--- src/include/bdg_pkg.sv ---
// bdg_pkg: constants and types of the board bus decode glue
// assumes a 100 MHz processor-side clock
`default_nettype none
package bdg_pkg;
	localparam int          BYTE_W        = 8;
	localparam int          IO_BLOCKS     = 16;
	localparam int          SYNC_W        = 7;
	// port addresses
	localparam logic [7:0]  PORT_MAP_ROM56 = 8'h18;
	localparam logic [7:0]  PORT_MAP_OFF_A = 8'h19;
	localparam logic [7:0]  PORT_MAP_ROM16 = 8'h1A;
	localparam logic [7:0]  PORT_MAP_OFF_B = 8'h1B;
	localparam logic [7:0]  PORT_MODEM     = 8'h1C;
	localparam logic [7:0]  PORT_SMEM      = 8'h28;
	localparam logic [3:0]  PORT_DMA_HI    = 4'hF;
	// on-board port blocks of four within 00..3F
	localparam logic [15:0] LOCAL_BLOCKS   = 16'h34CC;
	// rom region limits on the top five address bits
	localparam logic [4:0]  ROM56_TOP      = 5'h1C;
	localparam logic [4:0]  ROM16_TOP      = 5'h08;
	// reset values
	localparam logic [7:0]  SMEM_RESET     = 8'h00;
	localparam logic [7:0]  RD_RESET       = 8'h00;
	// wait release delay
	localparam int          CLK_PERIOD_NS  = 10;
	localparam int          WAIT_DELAY_NS  = 50;
	localparam int          WAIT_CYCLES    =
		(WAIT_DELAY_NS + CLK_PERIOD_NS - 1) / CLK_PERIOD_NS;

	typedef enum logic [1:0] {MAP_ROM56, MAP_ROM16, MAP_RAM} bdg_map_t;
	localparam bdg_map_t    MAP_RESET      = MAP_ROM56;
endpackage
`default_nettype wire

--- src/include/bdg_wait_if.sv ---
// bdg_wait_if: request and answer between decode and wait generator
// assumes both ends on the same clock
`timescale 1ns/1ps
`default_nettype none
interface bdg_wait_if;
	logic cpu_mem_access;
	logic dma_mem_read;
	logic early_grant;
	logic data_valid;
	logic cpu_wait_n;
	logic dma_ready;

	modport ctrl (
		output cpu_mem_access,
		output dma_mem_read,
		output early_grant,
		output data_valid,
		input  cpu_wait_n,
		input  dma_ready
	);
	modport gen (
		input  cpu_mem_access,
		input  dma_mem_read,
		input  early_grant,
		input  data_valid,
		output cpu_wait_n,
		output dma_ready
	);
endinterface
`default_nettype wire

--- src/bdg_top.sv ---
// bdg_top: bus ownership, strobes, buffer direction, memory map, waits
// and port decode of an 8-bit processor board
// assumes processor strobes synchronous to clk; dram acknowledges,
// modem and serial-memory inputs asynchronous
`timescale 1ns/1ps
`default_nettype none
module bdg_top #(
	parameter int WAIT_DELAY = bdg_pkg::WAIT_CYCLES
) (
	input  wire logic                           clk,
	input  wire logic                           arst_n,
	input  wire logic [bdg_pkg::BYTE_W-1:0]     cpu_addr_hi,
	input  wire logic [bdg_pkg::BYTE_W-1:0]     bus_addr_lo,
	input  wire logic                           cpu_m1_n,
	input  wire logic                           cpu_iorq_n,
	input  wire logic                           cpu_mreq_n,
	input  wire logic                           cpu_rd_n,
	input  wire logic                           cpu_wr_n,
	input  wire logic                           bus_grant_from_cpu_n,
	input  wire logic                           dma_owns_bus,
	input  wire logic [bdg_pkg::BYTE_W-1:0]     dma_addr_hi,
	input  wire logic                           dma_port_read_n,
	input  wire logic                           dma_port_write_n,
	input  wire logic                           dma_mem_read_n,
	input  wire logic                           dma_mem_write_n,
	input  wire logic [3:0]                     dma_channel_grant_n,
	input  wire logic                           ext_vector_strap,
	input  wire logic                           dram_early_grant_n,
	input  wire logic                           dram_data_valid_n,
	input  wire logic [1:0]                     modem_ring_n,
	input  wire logic [1:0]                     modem_ready_n,
	input  wire logic                           smem_data_in,
	input  wire logic [bdg_pkg::BYTE_W-1:0]     internal_data_lines_in,
	output logic      [bdg_pkg::BYTE_W-1:0]     internal_data_lines_out,
	output logic                                internal_data_lines_oe,
	output logic      [bdg_pkg::BYTE_W-1:0]     addr_hi,
	output logic                                port_read_strobe_n,
	output logic                                port_write_strobe_n,
	output logic                                mem_read_strobe_n,
	output logic                                mem_write_strobe_n,
	output logic                                data_buf_inward,
	output logic                                rom_cs_n,
	output logic                                ram_cs_n,
	output logic                                cpu_wait_n,
	output logic                                dma_ready,
	output logic      [bdg_pkg::IO_BLOCKS-1:0]  io_block_sel_n,
	output logic                                offboard_port_flag,
	output logic      [bdg_pkg::BYTE_W-1:0]     smem_ctrl
);
	import bdg_pkg::*;

	typedef struct packed {
		logic [1:0]        rst_pipe;
		bdg_map_t          map;
		logic [BYTE_W-1:0] smem;
		logic [BYTE_W-1:0] rd_data;
		logic              rd_oe;
	} bdg_top_state_t;

	bdg_top_state_t    s;
	bdg_top_state_t    next_s;
	logic              rst_n;
	logic [SYNC_W-1:0] sync_out;
	logic [3:0]        ring_ready;
	logic              grant_s_n;
	logic              valid_s_n;
	logic              smem_data_s;
	logic              cpu_master;
	logic              dma_master;
	logic              cpu_prd;
	logic              cpu_pwr;
	logic              cpu_mrd;
	logic              cpu_mwr;
	logic              io_en;
	logic              intack;
	logic              ext_port;
	logic              chan_ext;
	logic              rom_region;
	logic              map_wr;
	logic              modem_rd;
	logic              smem_sel;
	logic [4:0]        top5;

	bdg_wait_if wif ();

	// ----------------------------------------
	// reset release and input synchronisers
	// ----------------------------------------
	assign rst_n = s.rst_pipe[1];

	bdg_sync #(
		.W    (SYNC_W)
	) u_sync (
		.clk  (clk),
		.rst_n(rst_n),
		.din  ({smem_data_in, dram_data_valid_n, dram_early_grant_n,
			modem_ready_n, modem_ring_n}),
		.dout (sync_out)
	);

	assign ring_ready  = sync_out[3:0];
	assign grant_s_n   = sync_out[4];
	assign valid_s_n   = sync_out[5];
	assign smem_data_s = sync_out[6];

	// ----------------------------------------
	// bus ownership and address mux
	// ----------------------------------------
	// the processor floats its bus after the cycle and grants it;
	// the dma only drives after that grant, so the grant selects
	assign cpu_master = bus_grant_from_cpu_n;
	assign dma_master = !bus_grant_from_cpu_n;
	assign addr_hi    = dma_master ? dma_addr_hi : cpu_addr_hi;

	// ----------------------------------------
	// strobes
	// ----------------------------------------
	assign cpu_prd = !cpu_iorq_n && !cpu_rd_n && cpu_m1_n;
	assign cpu_pwr = !cpu_iorq_n && !cpu_wr_n && cpu_m1_n;
	assign cpu_mrd = !cpu_mreq_n && !cpu_rd_n;
	assign cpu_mwr = !cpu_mreq_n && !cpu_wr_n;

	assign port_read_strobe_n  = cpu_master ? !cpu_prd : dma_port_read_n;
	// dma write to a port only once memory data is valid
	assign port_write_strobe_n = cpu_master ? !cpu_pwr :
		(dma_port_write_n || !wif.dma_ready);
	assign mem_read_strobe_n   = cpu_master ? !cpu_mrd : dma_mem_read_n;
	assign mem_write_strobe_n  = cpu_master ? !cpu_mwr : dma_mem_write_n;

	// ----------------------------------------
	// port decode
	// ----------------------------------------
	assign io_en = cpu_master && !dma_owns_bus;

	always_comb
	begin
		io_block_sel_n = '1;
		if (io_en && bus_addr_lo[7:6] == 2'b00)
			io_block_sel_n = ~(16'h0001 << bus_addr_lo[5:2]);
	end

	always_comb
	begin
		if (bus_addr_lo[7:6] == 2'b00)
			ext_port = !LOCAL_BLOCKS[bus_addr_lo[5:2]];
		else
			ext_port = bus_addr_lo[7:4] != PORT_DMA_HI;
	end

	assign offboard_port_flag = io_en && ext_port;

	// selected devices qualify their block with the io request
	assign map_wr   = io_en && cpu_pwr &&
		bus_addr_lo[7:2] == PORT_MAP_ROM56[7:2];
	assign modem_rd = io_en && cpu_prd && bus_addr_lo == PORT_MODEM;
	assign smem_sel = io_en && !cpu_iorq_n && cpu_m1_n &&
		bus_addr_lo[7:2] == PORT_SMEM[7:2];

	// ----------------------------------------
	// data buffer direction
	// ----------------------------------------
	assign intack   = cpu_master && !cpu_m1_n && !cpu_iorq_n;
	assign chan_ext = !dma_channel_grant_n[0] || !dma_channel_grant_n[1] ||
		!dma_channel_grant_n[3];
	// outward unless one of the inward cases holds
	assign data_buf_inward = (intack && ext_vector_strap) ||
		(!port_read_strobe_n && (chan_ext || offboard_port_flag));

	// ----------------------------------------
	// memory map
	// ----------------------------------------
	assign top5 = addr_hi[7:3];

	always_comb
	begin
		unique case (s.map)
			MAP_ROM56:
				rom_region = top5 < ROM56_TOP;
			MAP_ROM16:
				rom_region = top5 < ROM16_TOP;
			MAP_RAM:
				rom_region = 1'b0;
			default:
				rom_region = 1'b0;
		endcase
	end

	// reads only; dma always sees ram; writes always land in ram
	assign rom_cs_n = !(!mem_read_strobe_n && cpu_master && !dma_owns_bus &&
		rom_region);
	assign ram_cs_n = !((!mem_read_strobe_n || !mem_write_strobe_n) &&
		rom_cs_n);

	// ----------------------------------------
	// wait states
	// ----------------------------------------
	assign wif.cpu_mem_access = cpu_master && !cpu_mreq_n &&
		(!cpu_rd_n || !cpu_wr_n);
	assign wif.dma_mem_read   = dma_master && !dma_mem_read_n;
	assign wif.early_grant    = !grant_s_n;
	assign wif.data_valid     = !valid_s_n;

	bdg_wait_gen #(
		.DELAY_CYCLES(WAIT_DELAY)
	) u_wait (
		.clk  (clk),
		.rst_n(rst_n),
		.wif  (wif)
	);

	assign cpu_wait_n = wif.cpu_wait_n;
	assign dma_ready  = wif.dma_ready;

	// ----------------------------------------
	// state update
	// ----------------------------------------
	always_comb
	begin
		next_s          = s;
		next_s.rst_pipe = {s.rst_pipe[0], 1'b1};
		next_s.rd_oe    = modem_rd || (smem_sel && cpu_prd);
		next_s.rd_data  = RD_RESET;
		if (map_wr)
		begin
			// data is ignored, the address alone picks the map
			unique case (bus_addr_lo)
				PORT_MAP_ROM56:
					next_s.map = MAP_ROM56;
				PORT_MAP_ROM16:
					next_s.map = MAP_ROM16;
				PORT_MAP_OFF_A, PORT_MAP_OFF_B:
					next_s.map = MAP_RAM;
				default:
					next_s.map = s.map;
			endcase
		end
		if (smem_sel && cpu_pwr)
			next_s.smem = internal_data_lines_in;
		if (modem_rd)
			next_s.rd_data = {4'h0, ring_ready};
		else if (smem_sel && cpu_prd)
			next_s.rd_data = {smem_data_s, s.smem[6:0]};
		if (!rst_n)
		begin
			next_s.map     = MAP_RESET;
			next_s.smem    = SMEM_RESET;
			next_s.rd_data = RD_RESET;
			next_s.rd_oe   = 1'b0;
		end
	end

	always_ff @(posedge clk or negedge arst_n)
	begin
		if (!arst_n)
			s <= '{rst_pipe: 2'h0, map: MAP_RESET, smem: SMEM_RESET,
				rd_data: RD_RESET, rd_oe: 1'b0};
		else
			s <= next_s;
	end

	assign internal_data_lines_out = s.rd_data;
	assign internal_data_lines_oe  = s.rd_oe;
	assign smem_ctrl               = s.smem;
endmodule
`default_nettype wire

--- src/bdg_sync.sv ---
// bdg_sync: three-stage input synchroniser with agreement filter
// assumes asynchronous inputs and a synchronised reset
`timescale 1ns/1ps
`default_nettype none
module bdg_sync #(
	parameter int W = 1
) (
	input  wire logic         clk,
	input  wire logic         rst_n,
	input  wire logic [W-1:0] din,
	output logic      [W-1:0] dout
);
	typedef struct packed {
		logic [W-1:0] s1;
		logic [W-1:0] s2;
		logic [W-1:0] s3;
		logic [W-1:0] q;
	} bdg_sync_state_t;

	bdg_sync_state_t s;
	bdg_sync_state_t next_s;

	always_comb
	begin
		next_s    = s;
		next_s.s1 = din;
		next_s.s2 = s.s1;
		next_s.s3 = s.s2;
		// take a bit once the second and third stage agree
		for (int i = 0; i < W; i++)
		begin
			if (s.s2[i] == s.s3[i])
				next_s.q[i] = s.s3[i];
		end
	end

	always_ff @(posedge clk or negedge rst_n)
	begin
		if (!rst_n)
			s <= '0;
		else
			s <= next_s;
	end

	assign dout = s.q;
endmodule
`default_nettype wire

--- src/bdg_wait_gen.sv ---
// bdg_wait_gen: processor and dma wait states against dram acknowledges
// assumes synchronised acknowledges, active high, from the decode
`timescale 1ns/1ps
`default_nettype none
module bdg_wait_gen
	import bdg_pkg::*;
#(
	parameter int DELAY_CYCLES = bdg_pkg::WAIT_CYCLES
) (
	input  wire logic clk,
	input  wire logic rst_n,
	bdg_wait_if.gen   wif
);
	typedef enum {W_IDLE, W_ARM, W_GRANT, W_DELAY, W_RELEASE} bdg_wst_t;
	typedef struct packed {
		bdg_wst_t   st;
		logic [3:0] cnt;
		logic       data_ok;
	} bdg_wait_state_t;

	bdg_wait_state_t s;
	bdg_wait_state_t next_s;
	logic            acc;

	assign acc = wif.cpu_mem_access;

	// ----------------------------------------
	// wait sequence
	// ----------------------------------------
	always_comb
	begin
		next_s = s;
		unique case (s.st)
			W_IDLE:
				if (acc)
					next_s.st = W_ARM;
			W_ARM:
				if (!acc)
					next_s.st = W_IDLE;
				else if (!wif.early_grant)
					next_s.st = W_GRANT;
			W_GRANT:
				if (!acc)
					next_s.st = W_IDLE;
				else if (wif.early_grant)
				begin
					next_s.st  = W_DELAY;
					next_s.cnt = 4'(DELAY_CYCLES - 1);
				end
			W_DELAY:
				if (!acc)
					next_s.st = W_IDLE;
				else if (s.cnt == 4'h0)
					next_s.st = W_RELEASE;
				else
					next_s.cnt = s.cnt - 4'h1;
			W_RELEASE:
				if (!acc)
					next_s.st = W_IDLE;
		endcase
		// dma data valid latch
		next_s.data_ok = wif.dma_mem_read & (s.data_ok | wif.data_valid);
	end

	always_ff @(posedge clk or negedge rst_n)
	begin
		if (!rst_n)
			s <= '{st: W_IDLE, cnt: 4'h0, data_ok: 1'b0};
		else
			s <= next_s;
	end

	assign wif.cpu_wait_n = !(acc && s.st != W_RELEASE);
	assign wif.dma_ready  = !wif.dma_mem_read || s.data_ok;
endmodule
`default_nettype wire

--- config.mk ---
export PLATFORM = sky130hd
export DESIGN_NAME = bdg_top
export DESIGN_NICKNAME = d
export VERILOG_FILES = /design/src/include/bdg_pkg.sv /design/src/include/bdg_wait_if.sv /design/src/bdg_top.sv /design/src/bdg_sync.sv /design/src/bdg_wait_gen.sv
export SDC_FILE = /design/constraint.sdc
export NUM_CORES = 1
export LEC_CHECK = 0
export CORE_MARGIN = 1.5
export CORE_UTILIZATION = 56
export DETAILED_ROUTE_END_ITERATION = 16
export DONT_BUFFER_PORTS = 1
export MAX_ROUTING_LAYER = met4
export PLACE_DENSITY = 0.86
export SLEW_MARGIN = 10
export SYNTH_ARGS = -nofsm -noshare
export SYNTH_HDL_FRONTEND = slang
export SYNTH_HIERARCHICAL = 1
export SYNTH_SLANG_ARGS = --single-unit
--- constraint.sdc ---
create_clock -name clk -period 1.14 [get_ports clk]
set_clock_uncertainty 0.05 [all_clocks]
set_input_delay 0.171 -clock clk [delete_from_list [all_inputs] [get_ports clk]]
set_output_delay 0.171 -clock clk [all_outputs]
set_load 0.05 [all_outputs]
* Yosys cells after proc, flatten, opt, wreduce, memory -nomap -nowiden
Memories as Yosys holds them, arrays and structs flattened. Index checks and enable logic that the tools add are counted.
Storage, ports and cells: output and inout port bits 51, flip-flop bits (word level) 86, ROM bits 16, bits of input ports 57, memories kept 1
Memories:
- (name not given) | words 16, width 1, read ports 1, clocked after Yosys merged registers in 0, write ports 0, line bdg_top.sv:145 | ext_port = !LOCAL_BLOCKS[bus_addr_lo[5:2]];
Cells by class: eq/ne operators 33, order comparisons 3, bitwise gates (word level) 3, $add $sub $neg 1, shifts and indexed selects 1, mux-type cells 28, reduce and logical (&&, ||, !) cells 73
Operators by type and width (count):
- 32-bit two-way mux | 7
- 32-bit case mux with 5 select lines | 1
- 32-bit by 2-bit == test with 1-bit output (second input constant) | 2
- 8-bit by 5-bit == test with 1-bit output (second input constant) | 5
- 36-bit two-way mux | 1
- 32-bit by 1-bit == test with 1-bit output (second input constant) | 1
- 32-bit by 3-bit == test with 1-bit output (second input constant) | 1
- 32-bit logical NOT | 1
- 8-bit two-way mux | 4
- 32-bit by 4-bit inequality test with 1-bit output (second input constant) | 1
- 1-bit logical AND | 30
- 1-bit logical NOT | 25
- 19-bit two-way mux | 1
- 16-bit two-way mux | 1
- 16-bit inverter | 1
- 1-bit by 4-bit << shifter with 16-bit output (first input constant) | 1
- 4-bit two-way mux | 3
- 2-bit by 1-bit inequality test with 1-bit output (second input constant) | 5
- 5-bit AND reduction | 2
- 1-bit logical OR | 9
- 3-bit inequality test (second input constant) | 3
- 4-bit case mux with 2 select lines | 1
- 1-bit == test | 7
- 6-bit by 3-bit == test with 1-bit output (second input constant) | 1
- other kinds (20) | 28

* Logic depth before layout (Yosys ltp)
Gate-level depths: netlist (run 1).
word-level depth 11, depth in mapped cells 6

* Cells and area by module
Netlist (run 1), hierarchy kept.
Modules (own cells, without submodules):
- bdg_top | cells each 158, instances 1, area an instance 1345.0 sq um
- bdg_sync | cells each 42, instances 1, area an instance 832.0 sq um
- bdg_wait_gen | cells each 51, instances 1, area an instance 466.7 sq um

* Least setup slack after synthesis (run 1)
OpenSTA, ideal clock, no wires.
path type input to output, start in bus_grant_from_cpu_n, end out data_buf_inward, data arrival time 2.306 ns, cell stages on the path 5, path slack -1.387 ns, cells stage by stage buf_2 > nor2b_1 > nand2_1 > a31oi_1 > a2bb2oi_1
Between the ends: cells in the longest elaborated chain, start to end 5, elaborated cells between the ends (all ways) 10, those cells by class mux (1); reduce/logical (9)
Ends and longest elaborated chain:
- start: declaration | line bdg_top.sv:19 | input wire logic bus_grant_from_cpu_n,
- 1-bit logical AND | line bdg_top.sv:133 | assign io_en = cpu_master && !dma_owns_bus;
- 1-bit logical AND | line bdg_top.sv:150 | assign offboard_port_flag = io_en && ext_port;
- via offboard_port_flag | line bdg_top.sv:47 | output logic offboard_port_flag,
- 1-bit logical OR | line bdg_top.sv:167 | (!port_read_strobe_n && (chan_ext || offboard_port_flag));
- 1-bit logical AND | line bdg_top.sv:167
- 1-bit logical OR | line bdg_top.sv:166 | assign data_buf_inward = (intack && ext_vector_strap) ||
- end: declaration | line bdg_top.sv:41 | output logic data_buf_inward,
The timed path passes the listed nets, and every way through them passes these cells.

* Worst setup path in the final report (run 1)
start reg u_wait/s[2] in the netlist's numbering, end reg u_wait/s[5] in the netlist's numbering
Between the ends: cells in the longest elaborated chain, start to end 3
Ends and longest elaborated chain:
- start: declaration | line bdg_wait_gen.sv:21 | bdg_wait_state_t s;
- start signal: assignment | line bdg_wait_gen.sv:68 | s <= '{st: W_IDLE, cnt: 4'h0, data_ok: 1'b0};
- start signal: assignment | line bdg_wait_gen.sv:70 | s <= next_s;
- 4-bit logical NOT | line bdg_wait_gen.sv:53 | else if (s.cnt == 4'h0)
- 3-bit inequality test (no line)
- 5-bit AND reduction (no line)
Every way passes these cells. A chain may end at the register's enable or synchronous reset.

==> impl_metrics.toml, run 1 <==
[global_route]
grt_pass1_vias = 2427
antenna_found_initial = 0
grt_pass1_wl_um = 13400
grt_use_total_pct = 36.7
grt_start_max_net_pins = 29
grt_overflow = 0

[synth]
yosys.area.top_type_share_pct = 54.0
yosysUniqueCellTypes = 47
yosys.area.top_type = "dfrtp_1"
yosysSeqAreaShare_pct = 54.0
netlist_area_um2 = 2640
ys_ff_latch = 57
netlist_instances = 251
synthArstFlopShare_pct = 100
synth-edff-count = 0
netlist_top_cells_area = "dfrtp_1 (54%), buf_4 (6.5%), nand2_1 (4.5%)"
ys.flop_type = "dfrtp_1"
synth_nets = 309
synth.avg_cell_area_um2 = 10.5
yosysWarningCount = 6

[drt]
drt_first_pass_iters = 11
drc = 8
wire_per_inst_um = 29.8
drt-initial-drc-count = 347
vias = 2648
vias_per_cell = 6.95
postRouteAntennaNets = 0
finalWirelength_um = 11300

[floorplan]
die_w_um = 71.7
initial_core_util_pct = 59.5
dieArea_um2 = 5140
placeableCoreArea_um2 = 4440
fp.dieH_um = 71.7
io_pins = 108
rows = 24

[cells_and_area]
drive_gt1_share_pct = 56.5
layout.nets = 382
fin_util_pct = 95.9
num_antenna_cells = 0
area_growth_pct = 61.1
nFillCells = 84
ff_latch_area_um2 = 1440
multiInputGateArea_um2 = 1610

[sta]
rsz0062_at_grt = "true"
worstMarginPinSlew_ns = 1.00
finalCritPeriodShare_pct = 140
slew_headroom_pct = 33.2
setup_viol = 49
worst_slack_ns = -0.455
min_period_ns = 1.60
max_freq_ghz = 0.627
final_max_slew_viol_count = 0
finalHoldViolations = 0

[status]
violations = "DRC, setup timing"
outcome = "finished, violations left"

[worst_setup_path]
crit_arrival_ns = 1.78
start_kind = "register"
critPathCaptureType = "register"
r2r_end = "u_wait/s[5]"
worstSetupPathType = "reg -> reg"
r2r_slack_ns = -0.46
cp_cell_sequence = "inv_1 -> ha_2 -> nor3b_4 -> a21oi_1 -> o221a_2"
reg2regPathDepth = 5
crit_fanout = 6
cpPeakStageDelay_ns = 0.42
cp_slowest_cell = "dfrtp_1"
crit_required_ns = 1.33
timing.rr.start = "u_wait/s[2]"

[pwr]
powerDensity_nw_per_um2 = 1140
ir_worst_vdd_mv = 1.46
power_mw = 4.86
power.leakage_nw = 1.77

[cts]
htree_levels = 3
cts_buffers = 9
cts_tree = "done"
cts_root_buf = "clkbuf_8"
clk_latency_ns = 0.35
clk_pin_slew_ns = 0.07
clockBufferDepth = 2
cts_num_sinks = 57

[hold_path]
hp-class = "in -> async"

[run]
maxCapViolCount = 0

[place]
place.gp.congestion = 0.825
io_buffers = 0
dpl.hpwl_um = 4030
power by group:
group          internal (mW)  switching [mW]  total [mW]  leakage, nW
Clock                  0.893           0.859        1.75       0.0911
Sequential              2.11          0.0811        2.19        0.693
Combinational          0.380           0.540       0.920        0.985
Total                   3.38            1.48        4.86         1.77
how the worst max path moves through the flow:
stage,start,end
2_1_floorplan,bus_grant_from_cpu_n,ram_cs_n
3_5_place_dp,u_wait/s[2],u_wait/s[5]
4_1_cts,s[18],rom_cs_n
3_3_place_gp,u_wait/s[2],u_wait/s[5]
5_1_grt,u_wait/s[2],u_wait/s[5]
6_report,u_wait/s[2],u_wait/s[5]
cells in the final DEF (no fill, tap or decap), types with 3 or more instances in the layout:
cell type / instances
maj3_2: 7
buf_6: 25
a21oi_4: 3
mux2_4: 8
nand3_1: 9
buf_4: 40
nor2b_1: 4
a22o_1: 4
inv_1: 5
nor2_1: 10
nand3_4: 3
nand2_1: 12
dfrtp_1: 45
nand2b_1: 3
and2_1: 5
nand3_2: 8
clkbuf_8: 11
and2_4: 3
o21ai_1: 6
dlygate4sd3_1: 18
nand2_8: 16
nand4_1: 5
buf_12: 4
dfrtp_2: 11
clkinv_2: 3
a21oi_2: 3
nor2b_4: 3
o21ai_0: 3
o21ai_2: 3
cells by family after synthesis:
group                      share of synthesized area (%)
muxes                                               3.41
DFF                                                 54.0
buffers and inverters                               8.23
AOI/OAI and AO/OA                                   9.47
other                                              0.142
adders and majority gates                           3.45
and+or+nand+nor                                     21.3
cells in the mapped netlist, types with 2 or more instances:
cell type,instances
a21boi_0,2
a21oi_1,7
a22o_1,4
and2_1,8
buf_2,3
buf_4,23
clkbuf_1,2
dfrtp_1,57
inv_1,5
maj3_2,7
mux2_2,8
nand2_1,32
nand2b_1,5
nand3_1,19
nand4_1,5
nor2_1,13
nor2b_1,7
nor3b_1,3
o21ai_0,4
o21ai_1,9
o311ai_0,2
area by class of cell:
type / instances / area share (%)
inverter: 5 / 0.441
clock buffer: 11 / 3.55
multi-input combinational: 160 / 37.8
sequential: 57 / 33.9
timing repair buffer: 91 / 22.1
tap: 52 / 1.53
clock inverter: 5 / 0.705
flip-flops by register name (all words and copies together) (netlist names):
register / count
u_sync/dout: 7
u_sync/next_s: 14
internal_data_lines_oe: 1
rst_n: 1
next_s: 1
u_wait/s: 8
smem_ctrl: 8
internal_data_lines_out: 8
s: 2
u_sync/s: 7
metal layers:
metal	global-route usage (%)	part of all wire (%)	wire length, µm
met1	40.5	30	3430
met2	61.4	49	5570
met3	11.4	11	1260
met4	15.9	9.6	1090
met5	-	0	0
what timing repair did:
| action | 4_1_cts | 5_1_grt |
|---|---|---|
| endpoints found under the hold margin | 39 | 0 |
| setup buffers | 16 | 9 |
| hold buffers | 19 | 0 |
| gates cloned | 1 | 1 |
| endpoints found under the setup margin | 52 | 65 |
| gates resized for setup | 76 | 30 |
| pin swaps | 20 | 22 |
worst max-delay path, delay by kind of cell (launching register included):
family,cells,cell delay (ns)
flip-flops,1,0.42
buffers and inverters,1,0.10
adder cells (fa/ha/maj),1,0.19
AND/OR/NAND/NOR,1,0.33
AO/OA/AOI/OAI,2,0.41
metrics by stage:
step                      instances  TNS [ns]  cell area [µm²]  setup slack, ns  hold slack, ns
after floorplan                 251     -9.04             2960           -0.354          -0.175
after global placement          320     -5.52             3190           -0.283          -0.174
after detailed placement        320     -6.63             3190           -0.330          -0.174
after CTS                       372     -4.36             4060           -0.377          0.0851
after global routing            381     -8.70             4260           -0.451          0.0725
final                           381     -7.85             4260           -0.455         0.00991
Note: power is estimated with default switching activity, not from simulation.
==> run 2, diff against run 1 <==
Settings changed: GPL_TIMING_DRIVEN set to 0, REMOVE_ABC_BUFFERS set to 1.
Clock period 1.14 ns to 1.33 ns, I/O delays scaled along.
==> impl_metrics.toml, run 2 (synthesis results as in run 1) <==
[sta]
max_freq_ghz = 0.577
final_max_slew_viol_count = 0
finalCritPeriodShare_pct = 130
rsz0062_at_grt = "true"
worstMarginPinSlew_ns = 1.01
worst_slack_ns = -0.403
min_period_ns = 1.73
slew_headroom_pct = 32.4
setup_viol = 15
hold_ws_ns = 0.0622
finalHoldViolations = 0

[cts]
clockBufferDepth = 2
cts_buffers = 9
clk_latency_ns = 0.33
cts_num_sinks = 57
clk_pin_slew_ns = 0.06
htree_levels = 3
cts_tree = "done"
cts_root_buf = "clkbuf_8"

[cells_and_area]
drive_gt1_share_pct = 39.2
largest_reg_flops = 14
layout_common_cells = "dfrtp_1 (53), dlygate4sd3_1 (17), buf_4 (17)"
area_growth_pct = 31.0
fin_util_pct = 77.9
nFillCells = 251
layout.nets = 332
layout_commonest_cell = "dfrtp_1"
num_antenna_cells = 0

[pwr]
switchingPower_mw = 1.05
powerDensity_nw_per_um2 = 1130
power_mw = 3.90
ir_worst_vdd_mv = 1.25
p_comb_share_pct = 14.6
p_seq_share_pct = 47.8
p_int_mw = 2.86
pwr-share-clk_pct = 37.7
power.leakage_nw = 1.48
swShare_pct = 26.8

[worst_setup_path]
crit_fanout = 2
crit_required_ns = 1.08
critPathCaptureType = "primary output"
r2r_slack_ns = -0.24
r2r_end = "u_wait/s[5]"
cpPeakStageDelay_ns = 0.54
cp_slowest_cell = "a22oi_2"
worstSetupPathType = "reg -> out"
crit_arrival_ns = 1.48
timing.rr.start = "u_wait/s[2]"
cp_cell_sequence = "nand2b_4 -> a22oi_2"
reg2regPathDepth = 5
start_kind = "register"

[drt]
wire_per_inst_um = 21.3
drt-initial-drc-count = 111
postRouteAntennaNets = 0
drc = 2
drt_first_pass_iters = 13
finalWirelength_um = 7020
vias = 2060
vias_per_cell = 6.24

[floorplan]
die_w_um = 71.7
dieArea_um2 = 5140
fp.dieH_um = 71.7
io_pins = 108
rows = 24
initial_core_util_pct = 59.5
placeableCoreArea_um2 = 4440

[place]
dpl.hpwl_um = 3700
io_buffers = 0
place.gp.congestion = 0.819

[global_route]
grt_start_max_net_pins = 30
grt_use_total_pct = 27.3
antenna_found_initial = 0
grt_overflow = 0
grt_pass1_wl_um = 10100
grt_pass1_vias = 1918

[run]
maxCapViolCount = 0

[status]
violations = "DRC, setup timing"
outcome = "finished, violations left"

[hold_path]
hp-class = "in -> async"
[run 2: cell type report]
type | instances | area (µm²) | share of cell area, %
clock buffers | 11 | 131 | 3.79
clock inverters | 4 | 45.0 | 1.30
inverters | 5 | 18.8 | 0.542
multi-input cells | 160 | 1370 | 39.7
flip-flops and latches | 57 | 1430 | 41.4
well taps | 52 | 65.1 | 1.88
repair buffers | 41 | 394 | 11.4
[run 2: worst max path at each step]
stage,startpoint,end,slack [ns]
after global routing,u_wait/s[0],port_write_strobe_n,-0.46
after CTS,u_wait/s[0],port_write_strobe_n,-0.41
final,u_wait/s[0],port_write_strobe_n,-0.40
after global placement,rst_n,internal_data_lines_out[0],-1.42
after floorplan,bus_addr_lo[5],data_buf_inward,-1.08
after detailed placement,bus_addr_lo[2],data_buf_inward,-1.21
[run 2: timing repair]
action / in CTS / in global routing
hold buffers: 18 / 0
resized for setup: 64 / 31
buffers inserted: 13 / 9
hold endpoints to repair: 38 / 0
endpoints found under the setup margin: 43 / 63
pin swaps: 13 / 5
[run 2: power groups by stage]
stage	registers (mW)	clock network (mW)	logic, mW
after floorplan	1.90	0	0.301
after global placement	1.91	0	0.321
after detailed placement	1.91	0	0.351
after CTS	1.86	1.49	0.506
after global routing	1.87	1.58	0.596
final	1.86	1.47	0.568
[run 2: worst max-delay path: cells and delay by family (launching register included)]
family / cells / cell delay [ns]
and+or+nand+nor: 1 / 0.23
AOI/OAI and AO/OA: 1 / 0.54
DFF: 1 / 0.38
[run 2: layer usage]
metal	GRT usage, %	vias up	wire (µm)
met5	-	-	0
met4	9.22	0	165
met3	9.70	20	429
met2	43.1	83	3650
met1	32.8	1056	2770
li1	-	901	-
[run 2: per-stage QoR]
step | worst slack (ns) | cells | TNS, ns | instance area, µm²
final | -0.403 | 330 | -2.63 | 3460
after CTS | -0.411 | 321 | -1.99 | 3250
after global placement | -1.42 | 274 | -53.28 | 2510
after floorplan | -1.08 | 222 | -25.99 | 2440
after global routing | -0.456 | 330 | -3.33 | 3460
after detailed placement | -1.21 | 275 | -15.12 | 2540
==> run 3, diff against run 2 <==
Settings changed: PLACE_DENSITY 0.86 to not set, PLACE_DENSITY_LB_ADDON set to 0.25.
Clock period 1.33 ns to 1.45 ns, I/O delays scaled along.
==> impl_metrics.toml, run 3 (synthesis results as in run 1) <==
[worst_setup_path]
timing.rr.start = "u_wait/s[1]"
cp_num_cells = 2
critPathCaptureType = "primary output"
crit_fanout = 2
start_kind = "register"
worstSetupPathType = "reg -> out"
r2r_slack_ns = -0.09
reg2regPathDepth = 5
r2r_end = "u_wait/s[5]"
cp_slowest_cell = "a22oi_2"
crit_required_ns = 1.18
cp_cell_sequence = "nand2b_4 -> a22oi_2"
path_buf_inv = 0
crit_family = "compound AO/OA/AOI/OAI gates"
crit_arrival_ns = 1.47
setup.worst_path.start = "u_wait/s[0]"
cpPeakStageDelay_ns = 0.54
critPathCapture = "port_write_strobe_n"

[pwr]
power.leakage_nw = 1.41
power_mw = 3.54
ir_worst_vdd_mv = 0.982
powerDensity_nw_per_um2 = 1090

[cells_and_area]
layout_commonest_cell = "dfrtp_1"
stdcell_area_um2 = 3240
finalNonFillerCells = 318
drive_gt1_share_pct = 32.0
nFillCells = 296
num_antenna_cells = 0
layout_common_cells = "dfrtp_1 (55), nand2_1 (21), dlygate4sd3_1 (17)"
layout.nets = 321
area_growth_pct = 22.7
largest_reg_flops = 14
fin_util_pct = 73.0

[floorplan]
fp.dieH_um = 71.7
die_w_um = 71.7
placeableCoreArea_um2 = 4440
io_pins = 108
dieArea_um2 = 5140
rows = 24
initial_core_util_pct = 59.5

[status]
outcome = "finished, violations left"
violations = "DRC, setup timing"

[sta]
min_period_ns = 1.74
rsz0062_at_grt = "true"
worst_slack_ns = -0.292
max_freq_ghz = 0.574
tns_ns = -0.766
finalCritPeriodShare_pct = 120
finalHoldViolations = 0
final_max_slew_viol_count = 0
slew_headroom_pct = 33.5
setup_viol = 8
worstMarginPinSlew_ns = 0.997

[cts]
htree_levels = 3
cts_tree = "done"
cts_num_sinks = 57
clk_latency_ns = 0.33
clk_pin_slew_ns = 0.06
cts_buffers = 9
cts_root_buf = "clkbuf_8"
clockBufferDepth = 2

[drt]
wire_per_inst_um = 17.6
drc = 7
vias_per_cell = 5.92
drt_first_pass_iters = 10
finalWirelength_um = 5610
postRouteAntennaNets = 0
drt-initial-drc-count = 133
vias = 1884

[run]
maxCapViolCount = 0

[place]
io_buffers = 0
postPlaceCellArea_um2 = 2530
dpl.hpwl_um = 3370
dpl.cell_count = 275
place.gp.congestion = 0.802

[global_route]
grt_pass1_wl_um = 8600
grt_use_total_pct = 23.3
grt_pass1_vias = 1835
grt_start_max_net_pins = 30
grt_overflow = 0
antenna_found_initial = 0

[hold_path]
hp-class = "in -> reg"
==> run 3: metal layers <==
layer / vias to the layer above / part of all wire (%) / GRT usage (%)
met5: - / 0 / -
met4: 0 / 0.70 / 6.29
met3: 6 / 5.8 / 9.70
met2: 64 / 53 / 37.6
met1: 943 / 40 / 27.1
li1: 871 / - / -
==> run 3: what timing repair did <==
action                                 4_1_cts  5_1_grt
setup endpoints to repair                   36       26
hold buffers                                18        0
endpoints found under the hold margin       38        0
resized for setup                           38       26
buffers inserted                             7        4
pin swaps                                   10        8
==> run 3: how the worst min path moves through the flow <==
stage | from | end | slack [ns] | depth (start not counted)
after floorplan | arst_n | internal_data_lines_oe | -0.13 | 0
after global placement | arst_n | internal_data_lines_out[6] | -0.13 | 0
after detailed placement | arst_n | internal_data_lines_out[6] | -0.13 | 0
after CTS | dma_mem_read_n | u_wait/s[0] | 0.05 | 2
after global routing | dma_mem_read_n | u_wait/s[0] | 0.06 | 2
final | dma_mem_read_n | u_wait/s[0] | 0.07 | 2
==> run 3: per-stage QoR <==
stage,hold WS (ns),worst slack [ns]
2_1_floorplan,-0.128,-1.00
3_3_place_gp,-0.128,-1.37
3_5_place_dp,-0.128,-1.08
4_1_cts,0.0489,-0.309
5_1_grt,0.0607,-0.345
6_report,0.0669,-0.292
==> run 3: cell type report <==
cell class,instances,area (µm²),share of cell area (%)
sequential,57,1430,44.1
multi-input combinational,160,1250,38.6
timing repair buffer,30,293,9.03
clock buffer,10,138,4.24
tap,52,65.1,2.01
clock inverter,4,45.0,1.39
inverter,5,18.8,0.579
==> run 3: where the power goes <==
| group | switching, mW | leakage (nW) | internal, mW | total, mW |
|---|---|---|---|---|
| Clock | 0.557 | 0.0978 | 0.810 | 1.37 |
| Sequential | 0.0524 | 0.709 | 1.66 | 1.71 |
| Combinational | 0.298 | 0.606 | 0.165 | 0.463 |
